[config.mk]
export PLATFORM = sky130hd
export DESIGN_NAME = tbm_top
export DESIGN_NICKNAME = d
export VERILOG_FILES = /design/src/rtl/tbm_pkg.sv /design/src/rtl/tbm_monitor_mux.sv /design/src/rtl/tbm_tx_framer.sv /design/src/rtl/tbm_top.sv
export VERILOG_INCLUDE_DIRS = /design/src /design/src/rtl
export SDC_FILE = /design/constraint.sdc
export NUM_CORES = 1
export LEC_CHECK = 0
export BUFFER_PORTS_ARGS = -buffer_cell sky130_fd_sc_hd__clkbuf_2
export CAP_MARGIN = 25
export CORE_UTILIZATION = 35
export DETAILED_ROUTE_END_ITERATION = 16
export GPL_TIMING_DRIVEN = 0
export PLACE_DENSITY = 0.57
export SETUP_SLACK_MARGIN = 0.4
export SLEW_MARGIN = 20
export SYNTH_ARGS = -nofsm -noshare
export SYNTH_HDL_FRONTEND = slang
export SYNTH_SLANG_ARGS = --single-unit
[constraint.sdc]
create_clock -name clk -period 1.15 [get_ports clk]
set_input_delay 0.23 -clock clk [delete_from_list [all_inputs] [get_ports clk]]
set_output_delay 0.23 -clock clk [all_outputs]
set_load 0.01 [all_outputs]
[src/rtl/tbm_defines.svh]
// register offsets, field positions, reset values and select codes for the
// framing and monitor pin block; included by every design file of the block except the package.
// Notes on behaviour
// - Select codes 0h and 1h leave the monitor output pin undriven.
// - Select code 2h drives the monitor pin low and code 3h drives it high.
// - Select code 4h shows the transmit envelope and code 5h shows transmitter activity.
// - Select code 6h shows the generic secure-link signal.
// - Select code 7h shows the receive envelope, meaningful only for type A at 106 kBd.
// - Select code 8h shows receiver activity and code 9h shows the received bit stream.
// - Bit 7 of the monitor control register puts the I/O pads into fast switching.
// - Bit 7 of the framing register sends each byte high bit first, else low bit first.
// - Bit 5 of the framing register selects odd parity when set and even parity when clear.
// - Bit 3 of the framing register gives the level of the stop bit.
// - Bit 1 of the framing register gives the level of the start bit.
// - Bit 0 of the framing register inserts a start bit when set and omits it when clear.
`ifndef TBM_DEFINES_SVH
`define TBM_DEFINES_SVH

`define TBM_ADDR_MONITOR 8'h47
`define TBM_ADDR_FRAMING 8'h48

`define TBM_MON_MASK 8'h8f
`define TBM_FRM_MASK 8'hab
`define TBM_MON_RESET 8'h00
`define TBM_FRM_RESET 8'h00

`define TBM_MON_FAST_BIT 7
`define TBM_MON_SEL_MSB 3
`define TBM_MON_SEL_LSB 0

`define TBM_FRM_HIGH_FIRST_BIT 7
`define TBM_FRM_PARITY_BIT 5
`define TBM_FRM_STOP_BIT 3
`define TBM_FRM_START_LEVEL_BIT 1
`define TBM_FRM_START_INSERT_BIT 0

`define TBM_SEL_LOW 4'h2
`define TBM_SEL_HIGH 4'h3
`define TBM_SEL_TX_ENV 4'h4
`define TBM_SEL_TX_ACTIVE 4'h5
`define TBM_SEL_SECURE 4'h6
`define TBM_SEL_RX_ENV 4'h7
`define TBM_SEL_RX_ACTIVE 4'h8
`define TBM_SEL_RX_BIT 4'h9

`define TBM_LAST_DATA_IDX 3'h7
`define TBM_FRAME_LEN_PLAIN 4'ha
`define TBM_FRAME_LEN_INSERT 4'hb

`endif

[src/rtl/tbm_pkg.sv]
// types shared by the framing and monitor pin block.
// assumes nothing beyond a SystemVerilog compiler.
package tbm_pkg;

	typedef struct packed {
		logic rx_env;
		logic rx_active;
		logic rx_bit;
	} tbm_rx_sig_t;

	typedef struct packed {
		logic tx_env;
		logic tx_active;
		logic secure;
		logic rx_env;
		logic rx_active;
		logic rx_bit;
	} tbm_mon_src_t;

	typedef struct packed {
		logic high_first;
		logic parity_odd;
		logic stop_level;
		logic start_level;
		logic start_insert;
	} tbm_frame_cfg_t;

	typedef struct packed {
		logic level;
		logic oe;
	} tbm_pin_t;

	typedef enum logic [2:0] {
		TBM_TX_IDLE,
		TBM_TX_START,
		TBM_TX_DATA,
		TBM_TX_PARITY,
		TBM_TX_STOP
	} tbm_tx_state_t;

endpackage : tbm_pkg

[src/rtl/tbm_monitor_mux.sv]
// selects what drives the monitor output pin from the 4-bit source select.
// assumes the caller registers the result before it reaches the pad.
`timescale 1ns/1ps
`include "tbm_defines.svh"
module tbm_monitor_mux (
	input wire logic [3:0] sel,
	input wire tbm_pkg::tbm_mon_src_t src,
	output tbm_pkg::tbm_pin_t pin
);
	import tbm_pkg::*;

	always_comb begin
		pin = '0;
		case (sel)
			`TBM_SEL_LOW: begin
				pin.oe = 1'b1;
			end
			`TBM_SEL_HIGH: begin
				pin.oe = 1'b1;
				pin.level = 1'b1;
			end
			`TBM_SEL_TX_ENV: begin
				pin.oe = 1'b1;
				pin.level = src.tx_env;
			end
			`TBM_SEL_TX_ACTIVE: begin
				pin.oe = 1'b1;
				pin.level = src.tx_active;
			end
			`TBM_SEL_SECURE: begin
				pin.oe = 1'b1;
				pin.level = src.secure;
			end
			`TBM_SEL_RX_ENV: begin
				// only meaningful for type A at 106 kBd; passed through as is
				pin.oe = 1'b1;
				pin.level = src.rx_env;
			end
			`TBM_SEL_RX_ACTIVE: begin
				pin.oe = 1'b1;
				pin.level = src.rx_active;
			end
			`TBM_SEL_RX_BIT: begin
				pin.oe = 1'b1;
				pin.level = src.rx_bit;
			end
			default: begin
				pin = '0;
			end
		endcase
	end

endmodule : tbm_monitor_mux

[src/rtl/tbm_tx_framer.sv]
// serialises one byte per request: optional start bit, eight data bits,
// parity, stop. one bit per enabled clock; framing latched at request.
`timescale 1ns/1ps
`include "tbm_defines.svh"
module tbm_tx_framer (
	input wire logic clk,
	input wire logic rst_n,
	input wire logic en,
	input wire tbm_pkg::tbm_frame_cfg_t cfg,
	input wire logic start,
	input wire logic [7:0] data,
	output logic ready,
	output logic tx_bit,
	output logic tx_active
);
	import tbm_pkg::*;

	tbm_tx_state_t state_r, state_nxt;
	tbm_frame_cfg_t cfg_r, cfg_nxt;
	logic [7:0] byte_r, byte_nxt;
	logic [2:0] idx_r, idx_nxt;
	logic bit_r, bit_nxt;
	logic active_r, active_nxt;
	logic ready_r, ready_nxt;

	function automatic logic pick_bit(input logic [7:0] b, input logic [2:0] i,
		input logic high_first);
		pick_bit = high_first ? b[3'h7 - i] : b[i];
	endfunction : pick_bit

	always_comb begin
		state_nxt = state_r;
		cfg_nxt = cfg_r;
		byte_nxt = byte_r;
		idx_nxt = idx_r;
		bit_nxt = bit_r;
		active_nxt = active_r;
		ready_nxt = ready_r;
		case (state_r)
			TBM_TX_IDLE: begin
				if (start) begin
					// settings are held for the whole frame so a write mid-frame cannot tear it
					cfg_nxt = cfg;
					byte_nxt = data;
					idx_nxt = 3'h0;
					active_nxt = 1'b1;
					ready_nxt = 1'b0;
					if (cfg.start_insert) begin
						state_nxt = TBM_TX_START;
						bit_nxt = cfg.start_level;
					end else begin
						state_nxt = TBM_TX_DATA;
						bit_nxt = pick_bit(data, 3'h0, cfg.high_first);
					end
				end
			end
			TBM_TX_START: begin
				state_nxt = TBM_TX_DATA;
				bit_nxt = pick_bit(byte_r, 3'h0, cfg_r.high_first);
			end
			TBM_TX_DATA: begin
				if (idx_r == `TBM_LAST_DATA_IDX) begin
					state_nxt = TBM_TX_PARITY;
					bit_nxt = (^byte_r) ^ cfg_r.parity_odd;
				end else begin
					idx_nxt = idx_r + 3'h1;
					bit_nxt = pick_bit(byte_r, idx_r + 3'h1, cfg_r.high_first);
				end
			end
			TBM_TX_PARITY: begin
				state_nxt = TBM_TX_STOP;
				bit_nxt = cfg_r.stop_level;
			end
			TBM_TX_STOP: begin
				state_nxt = TBM_TX_IDLE;
				bit_nxt = 1'b0;
				active_nxt = 1'b0;
				ready_nxt = 1'b1;
			end
			default: begin
				state_nxt = TBM_TX_IDLE;
				bit_nxt = 1'b0;
				active_nxt = 1'b0;
				ready_nxt = 1'b1;
			end
		endcase
	end

	always_ff @(posedge clk or negedge rst_n) begin
		if (!rst_n) begin
			state_r <= TBM_TX_IDLE;
			cfg_r <= '0;
			byte_r <= 8'h00;
			idx_r <= 3'h0;
			bit_r <= 1'b0;
			active_r <= 1'b0;
			ready_r <= 1'b1;
		end else if (en) begin
			state_r <= state_nxt;
			cfg_r <= cfg_nxt;
			byte_r <= byte_nxt;
			idx_r <= idx_nxt;
			bit_r <= bit_nxt;
			active_r <= active_nxt;
			ready_r <= ready_nxt;
		end
	end

	assign ready = ready_r;
	assign tx_bit = bit_r;
	assign tx_active = active_r;
endmodule : tbm_tx_framer

[src/rtl/tbm_top.sv]
// monitor pin control and transmit bit framing registers with the
// byte framer and monitor pin selector behind them.
// assumes one 100 MHz clock and a host port that never needs a wait state.
//
// The strobed register port is this design's own decision.
`timescale 1ns/1ps
`include "tbm_defines.svh"
module tbm_top (
	input wire logic clk,
	input wire logic rst_n,
	input wire logic clk_en,
	input wire logic [7:0] reg_addr,
	input wire logic [7:0] reg_wdata,
	input wire logic reg_wr,
	input wire logic reg_rd,
	output logic [7:0] reg_rdata,
	input wire logic tx_start,
	input wire logic [7:0] tx_data,
	output logic tx_ready,
	output logic tx_serial,
	output logic tx_busy,
	input wire logic generic_secure_link_signal,
	input wire tbm_pkg::tbm_rx_sig_t rx_sig,
	output logic monitor_output_pin,
	output logic monitor_output_pin_oe,
	output logic fast_pad_switching
);
	import tbm_pkg::*;

	logic rst_meta_r, rst_sync_r;
	logic [7:0] mon_r, mon_nxt;
	logic [7:0] frm_r, frm_nxt;
	logic [7:0] rdata_r, rdata_nxt;
	tbm_pin_t pin_r, pin_nxt;
	tbm_frame_cfg_t frame_cfg;
	tbm_mon_src_t mon_src;
	logic fr_bit, fr_active, fr_ready;

	// second stage is the only reader of the first
	always_ff @(posedge clk or negedge rst_n) begin
		if (!rst_n) begin
			rst_meta_r <= 1'b0;
			rst_sync_r <= 1'b0;
		end else begin
			rst_meta_r <= 1'b1;
			rst_sync_r <= rst_meta_r;
		end
	end

	always_comb begin
		mon_nxt = mon_r;
		frm_nxt = frm_r;
		rdata_nxt = 8'h00;
		if (reg_wr) begin
			if (reg_addr == `TBM_ADDR_MONITOR) begin
				mon_nxt = reg_wdata & `TBM_MON_MASK;
			end
			if (reg_addr == `TBM_ADDR_FRAMING) begin
				frm_nxt = reg_wdata & `TBM_FRM_MASK;
			end
		end
		// unmapped reads answer zero
		if (reg_rd) begin
			if (reg_addr == `TBM_ADDR_MONITOR) begin
				rdata_nxt = mon_r;
			end else if (reg_addr == `TBM_ADDR_FRAMING) begin
				rdata_nxt = frm_r;
			end
		end
	end

	always_comb begin
		frame_cfg.high_first = frm_r[`TBM_FRM_HIGH_FIRST_BIT];
		frame_cfg.parity_odd = frm_r[`TBM_FRM_PARITY_BIT];
		frame_cfg.stop_level = frm_r[`TBM_FRM_STOP_BIT];
		frame_cfg.start_level = frm_r[`TBM_FRM_START_LEVEL_BIT];
		frame_cfg.start_insert = frm_r[`TBM_FRM_START_INSERT_BIT];
	end

	tbm_tx_framer u_framer (
		.clk(clk),
		.rst_n(rst_sync_r),
		.en(clk_en),
		.cfg(frame_cfg),
		.start(tx_start),
		.data(tx_data),
		.ready(fr_ready),
		.tx_bit(fr_bit),
		.tx_active(fr_active)
	);

	always_comb begin
		// envelope is the line level while a frame runs, low when idle
		mon_src.tx_env = fr_bit & fr_active;
		mon_src.tx_active = fr_active;
		mon_src.secure = generic_secure_link_signal;
		mon_src.rx_env = rx_sig.rx_env;
		mon_src.rx_active = rx_sig.rx_active;
		mon_src.rx_bit = rx_sig.rx_bit;
	end

	tbm_monitor_mux u_mux (
		.sel(mon_r[`TBM_MON_SEL_MSB:`TBM_MON_SEL_LSB]),
		.src(mon_src),
		.pin(pin_nxt)
	);

	always_ff @(posedge clk or negedge rst_sync_r) begin
		if (!rst_sync_r) begin
			mon_r <= `TBM_MON_RESET;
			frm_r <= `TBM_FRM_RESET;
			rdata_r <= 8'h00;
			pin_r <= '0;
		end else if (clk_en) begin
			mon_r <= mon_nxt;
			frm_r <= frm_nxt;
			rdata_r <= rdata_nxt;
			pin_r <= pin_nxt;
		end
	end

	assign reg_rdata = rdata_r;
	assign monitor_output_pin = pin_r.level;
	assign monitor_output_pin_oe = pin_r.oe;
	assign fast_pad_switching = mon_r[`TBM_MON_FAST_BIT];
	assign tx_ready = fr_ready;
	assign tx_serial = fr_bit;
	assign tx_busy = fr_active;

	logic [3:0] sel_w;
	assign sel_w = mon_r[3:0];

	// frame watcher: rebuilds the expected line from the pins and the latched
	// register, so a slip in the framer's own counters cannot vouch for itself;
	// it costs a few flops that synthesis drops, since nothing but checks reads them
	logic [3:0] busy_cnt_r, busy_cnt_nxt;
	logic [7:0] seen_frm_r, seen_frm_nxt;
	logic [7:0] seen_data_r, seen_data_nxt;
	logic [1:0] tail_r, tail_nxt;
	logic [3:0] data_pos;
	logic data_phase;
	logic exp_bit;

	always_comb begin
		busy_cnt_nxt = busy_cnt_r;
		seen_frm_nxt = seen_frm_r;
		seen_data_nxt = seen_data_r;
		tail_nxt = tail_r;
		if (tx_start && tx_ready) begin
			busy_cnt_nxt = 4'h0;
			seen_frm_nxt = frm_r;
			seen_data_nxt = tx_data;
		end else if (tx_busy) begin
			// last two bits on the line are parity and stop when the frame ends
			busy_cnt_nxt = busy_cnt_r + 4'h1;
			tail_nxt = {tail_r[0], tx_serial};
		end
	end

	always_ff @(posedge clk or negedge rst_sync_r) begin
		if (!rst_sync_r) begin
			busy_cnt_r <= 4'h0;
			seen_frm_r <= 8'h00;
			seen_data_r <= 8'h00;
			tail_r <= 2'b00;
		end else if (clk_en) begin
			busy_cnt_r <= busy_cnt_nxt;
			seen_frm_r <= seen_frm_nxt;
			seen_data_r <= seen_data_nxt;
			tail_r <= tail_nxt;
		end
	end

	always_comb begin
		data_pos = busy_cnt_r - {3'h0, seen_frm_r[`TBM_FRM_START_INSERT_BIT]};
		data_phase = tx_busy && (data_pos < 4'h8);
		if (seen_frm_r[`TBM_FRM_HIGH_FIRST_BIT]) begin
			exp_bit = seen_data_r[3'h7 - data_pos[2:0]];
		end else begin
			exp_bit = seen_data_r[data_pos[2:0]];
		end
	end
endmodule : tbm_top

==> metrics <==
Synth Area in XOR/XNOR 0.0388; Starting Density 0.365; worst setup margin -0.620 ns; IO buf count between 40 and 50; RSZ-0062 raised after global routing true; Final ANT Viol Nets 0; Skew-Pair Late Insertion Delay 0.28 ns; status finished, violations left; nets roughly 300; layout cells sized above 1 0.572; Synth Area in Simple Gates 0.111; sequential share of power 0.313; number of enable flip-flop cells after synthesis 0; Worst-path clk slew approximately 0.080 ns; WL/cell around 15 um; P_int approximately 0.0044 W; CTS Sinks 40; Cell variety after synth 45; final instance area ~3200 sq um; Compound-Gate Fraction of Synth Area 0.125; maxcap violations 0; CP endpoint kind flip-flop; Switching Power between 0.002 and 0.0025 W; WP data arrival 1.96 ns; Power Density 2020 nW/um^2; sequential area share after synthesis 0.464; commonest cells after routing, fill and taps aside dfrtp_1, clkbuf_2, buf_6, mux2_4, buf_4; Synth Register Bits 40; Die Height 80.5 um; Worst setup SP type flip-flop; Post-Syn Area 2160 sq um; wirelength, routed roughly 5200 um; core area 5920 sq um; antenna violations before repair 0; total CTS buffers 5; Max Freq ~0.57 GHz; HPWL after detailed placement around 3300 um; worst vdd ir roughly 0.00081 V; Tmin final 1.77 ns; Slew Limit Fails 0; Logic pwr share 0.495; average size of a mapped cell between 10 and 15 sq um; vias per inst between 4 and 5; Synth Flop Type dfrtp_1; critical path type flip-flop to flip-flop; first-pass iteration count of the detailed router 4; Yosys warnings 0; clock group share of total power 0.191; Leak roughly 1.5 nW; multiplexer share of the synthesized area 0.196; RePlAce Congestion approximately 0.8; area share of fa/ha/maj cells after synthesis 0.0116; # DRC 0; DP Area approximately 2600 sq um; most common cell after layout, fill and taps aside dfrtp_1; final hold vios 0; CTS root buffer clkbuf_8; buffer depth of the longest clock path 2; Setup WS pre-CTS -0.706 ns; Ports 48; main combinational cell family by area after synthesis multiplexers; Cells after Synth ~190; 1st-iter DRT viols 50; Period Utilization, post-route 1.54; CP dominant cell by count ha_4; Critical Path Max Stage Delay 0.42 ns; area delta synth->final 49.6%; Overflow after GRT 0; Crit-path slowest cell dfrtp_1; Hold Crit Class input port to flip-flop; CP required approximately 1.3 ns; Die X 80.5 um; vias 1703; CTS tree done; CP cell instances ha_4, ha_4, and3_4, nor4_2, o32ai_2, a221oi_2; failing checks negative setup slack; Layout Utilization 0.545; Async S/R FF share, synth 1.00; final setup fails 31; first-pass GRT wire length between 8000 and 9000 um; row count 28; GRT Util Overall 0.166; clock skew around 0.0030 ns; CP top delay family simple AND/OR/NAND/NOR gates; H-tree lvl count 2; number of global-route vias before repair roughly 1700; largest net degree at the start of global routing 39; sw frac 0.325; CP max FO 6; sum of buffers and inverters on the critical path 0; Die Area roughly 6500 sq um; # diodes 0
power groups by stage:
stage               Sequential, W  Combinational, W  Clock (W)
floorplan                 0.00204           0.00189          0
global placement          0.00211           0.00230          0
detailed placement        0.00212           0.00232          0
CTS                       0.00206           0.00276    0.00127
global route              0.00209           0.00346    0.00134
finish                    0.00205           0.00324    0.00125
final timing paths:
check                                   from                  to  slack [ns]  depth (start not counted)
max                        u_framer.idx_r[0]     u_framer.tx_bit       -0.62                          6
max in group asynchronous         rst_sync_r      u_framer.ready        0.53                          1
min reg2reg                       rst_sync_r            mon_r[2]        0.18                          0
min                               tx_data[6]  u_framer.byte_r[6]        0.17                          2
max reg2reg                u_framer.idx_r[0]     u_framer.tx_bit       -0.62                          6
min in group asynchronous         rst_sync_r            mon_r[2]        0.18                          0
metrics by stage:
step                      hold WS [ns]  setup TNS, ns  instances  total power (W)
final                            0.170          -7.92        344          0.00654
after global routing             0.161          -9.26        344          0.00689
after CTS                        0.165          -8.20        335          0.00608
after detailed placement        0.0196         -13.61        303          0.00444
after global placement          0.0168         -13.12        303          0.00441
after floorplan                -0.0656          -9.50        186          0.00393
cell families after synthesis:
logic type,count (synthesis)
adders and majority gates,2
AOI/OAI and AO/OA,40
xor gates and xnor gates,8
muxes,33
and+or+nand+nor,39
DFF,40
other,2
buffers and inverters,21
worst register-to-register path, delay by kind of cell, from the launching register on:
family | cells | cell delay [ns]
flops | 1 | 0.42
simple gates | 2 | 0.47
fa+ha+maj | 2 | 0.42
compound gates | 2 | 0.38
cells in the mapped netlist, drive strengths merged, types with 2 or more instances:
master  instances  share of area
nor3            2         0.0046
mux2i           7          0.032
or4b            2          0.013
nor4            2         0.0058
o211ai          4          0.014
xnor2           6          0.024
inv            11          0.019
conb            2         0.0035
nor2b           2         0.0058
nand3           2         0.0046
ha              2          0.012
o22ai           5          0.014
mux2           24           0.14
dfrtp          39           0.45
nor2           13          0.038
nand4           2         0.0058
nand2           8          0.014
mux4            2          0.021
a22oi           7          0.024
buf             6          0.019
clkbuf          4          0.012
a21oi           6          0.014
o21ai           8          0.019
and3            3         0.0087
sequential cells by signal (all words and copies together), names as in the netlist:
register               count
frm_r                      5
mon_r                      5
monitor_output_pin         1
monitor_output_pin_oe      1
reg_rdata                  6
rst_meta_r                 1
rst_sync_r                 1
u_framer.byte_r            8
u_framer.cfg_r             3
u_framer.idx_r             3
u_framer.ready             1
u_framer.state_r           3
u_framer.tx_active         1
u_framer.tx_bit            1
per-layer routing:
| metal | global-route usage | up-vias | share of wire | routed length, um |
|---|---|---|---|---|
| met1 | 0.213 | 825 | 0.45 | 2340 |
| met2 | 0.286 | 38 | 0.51 | 2670 |
| met5 | 0 | - | 0 | 0 |
| li1 | - | 838 | - | - |
| met3 | 0.0284 | 2 | 0.033 | 170 |
| met4 | 0.0429 | 0 | 0.0029 | 15 |
layout make-up:
class,instances,area (sq um)
tap,75,93.8
clock inverter,1,30.0
fill,514,2690
inverter,11,41.3
buffer,10,126
multi-input combinational,125,1250
sequential,40,1010
clock buffer,7,96.3
timing repair buffer,75,586
repair_timing:
action	in CTS	in global routing
endpoints found under the setup margin	88	88
setup buffers	22	9
hold buffers	1	0
pin swaps	17	17
gates cloned	1	0
endpoints found under the hold margin	2	0
gates resized for setup	23	32
Note: power is estimated with default switching activity, not from simulation.
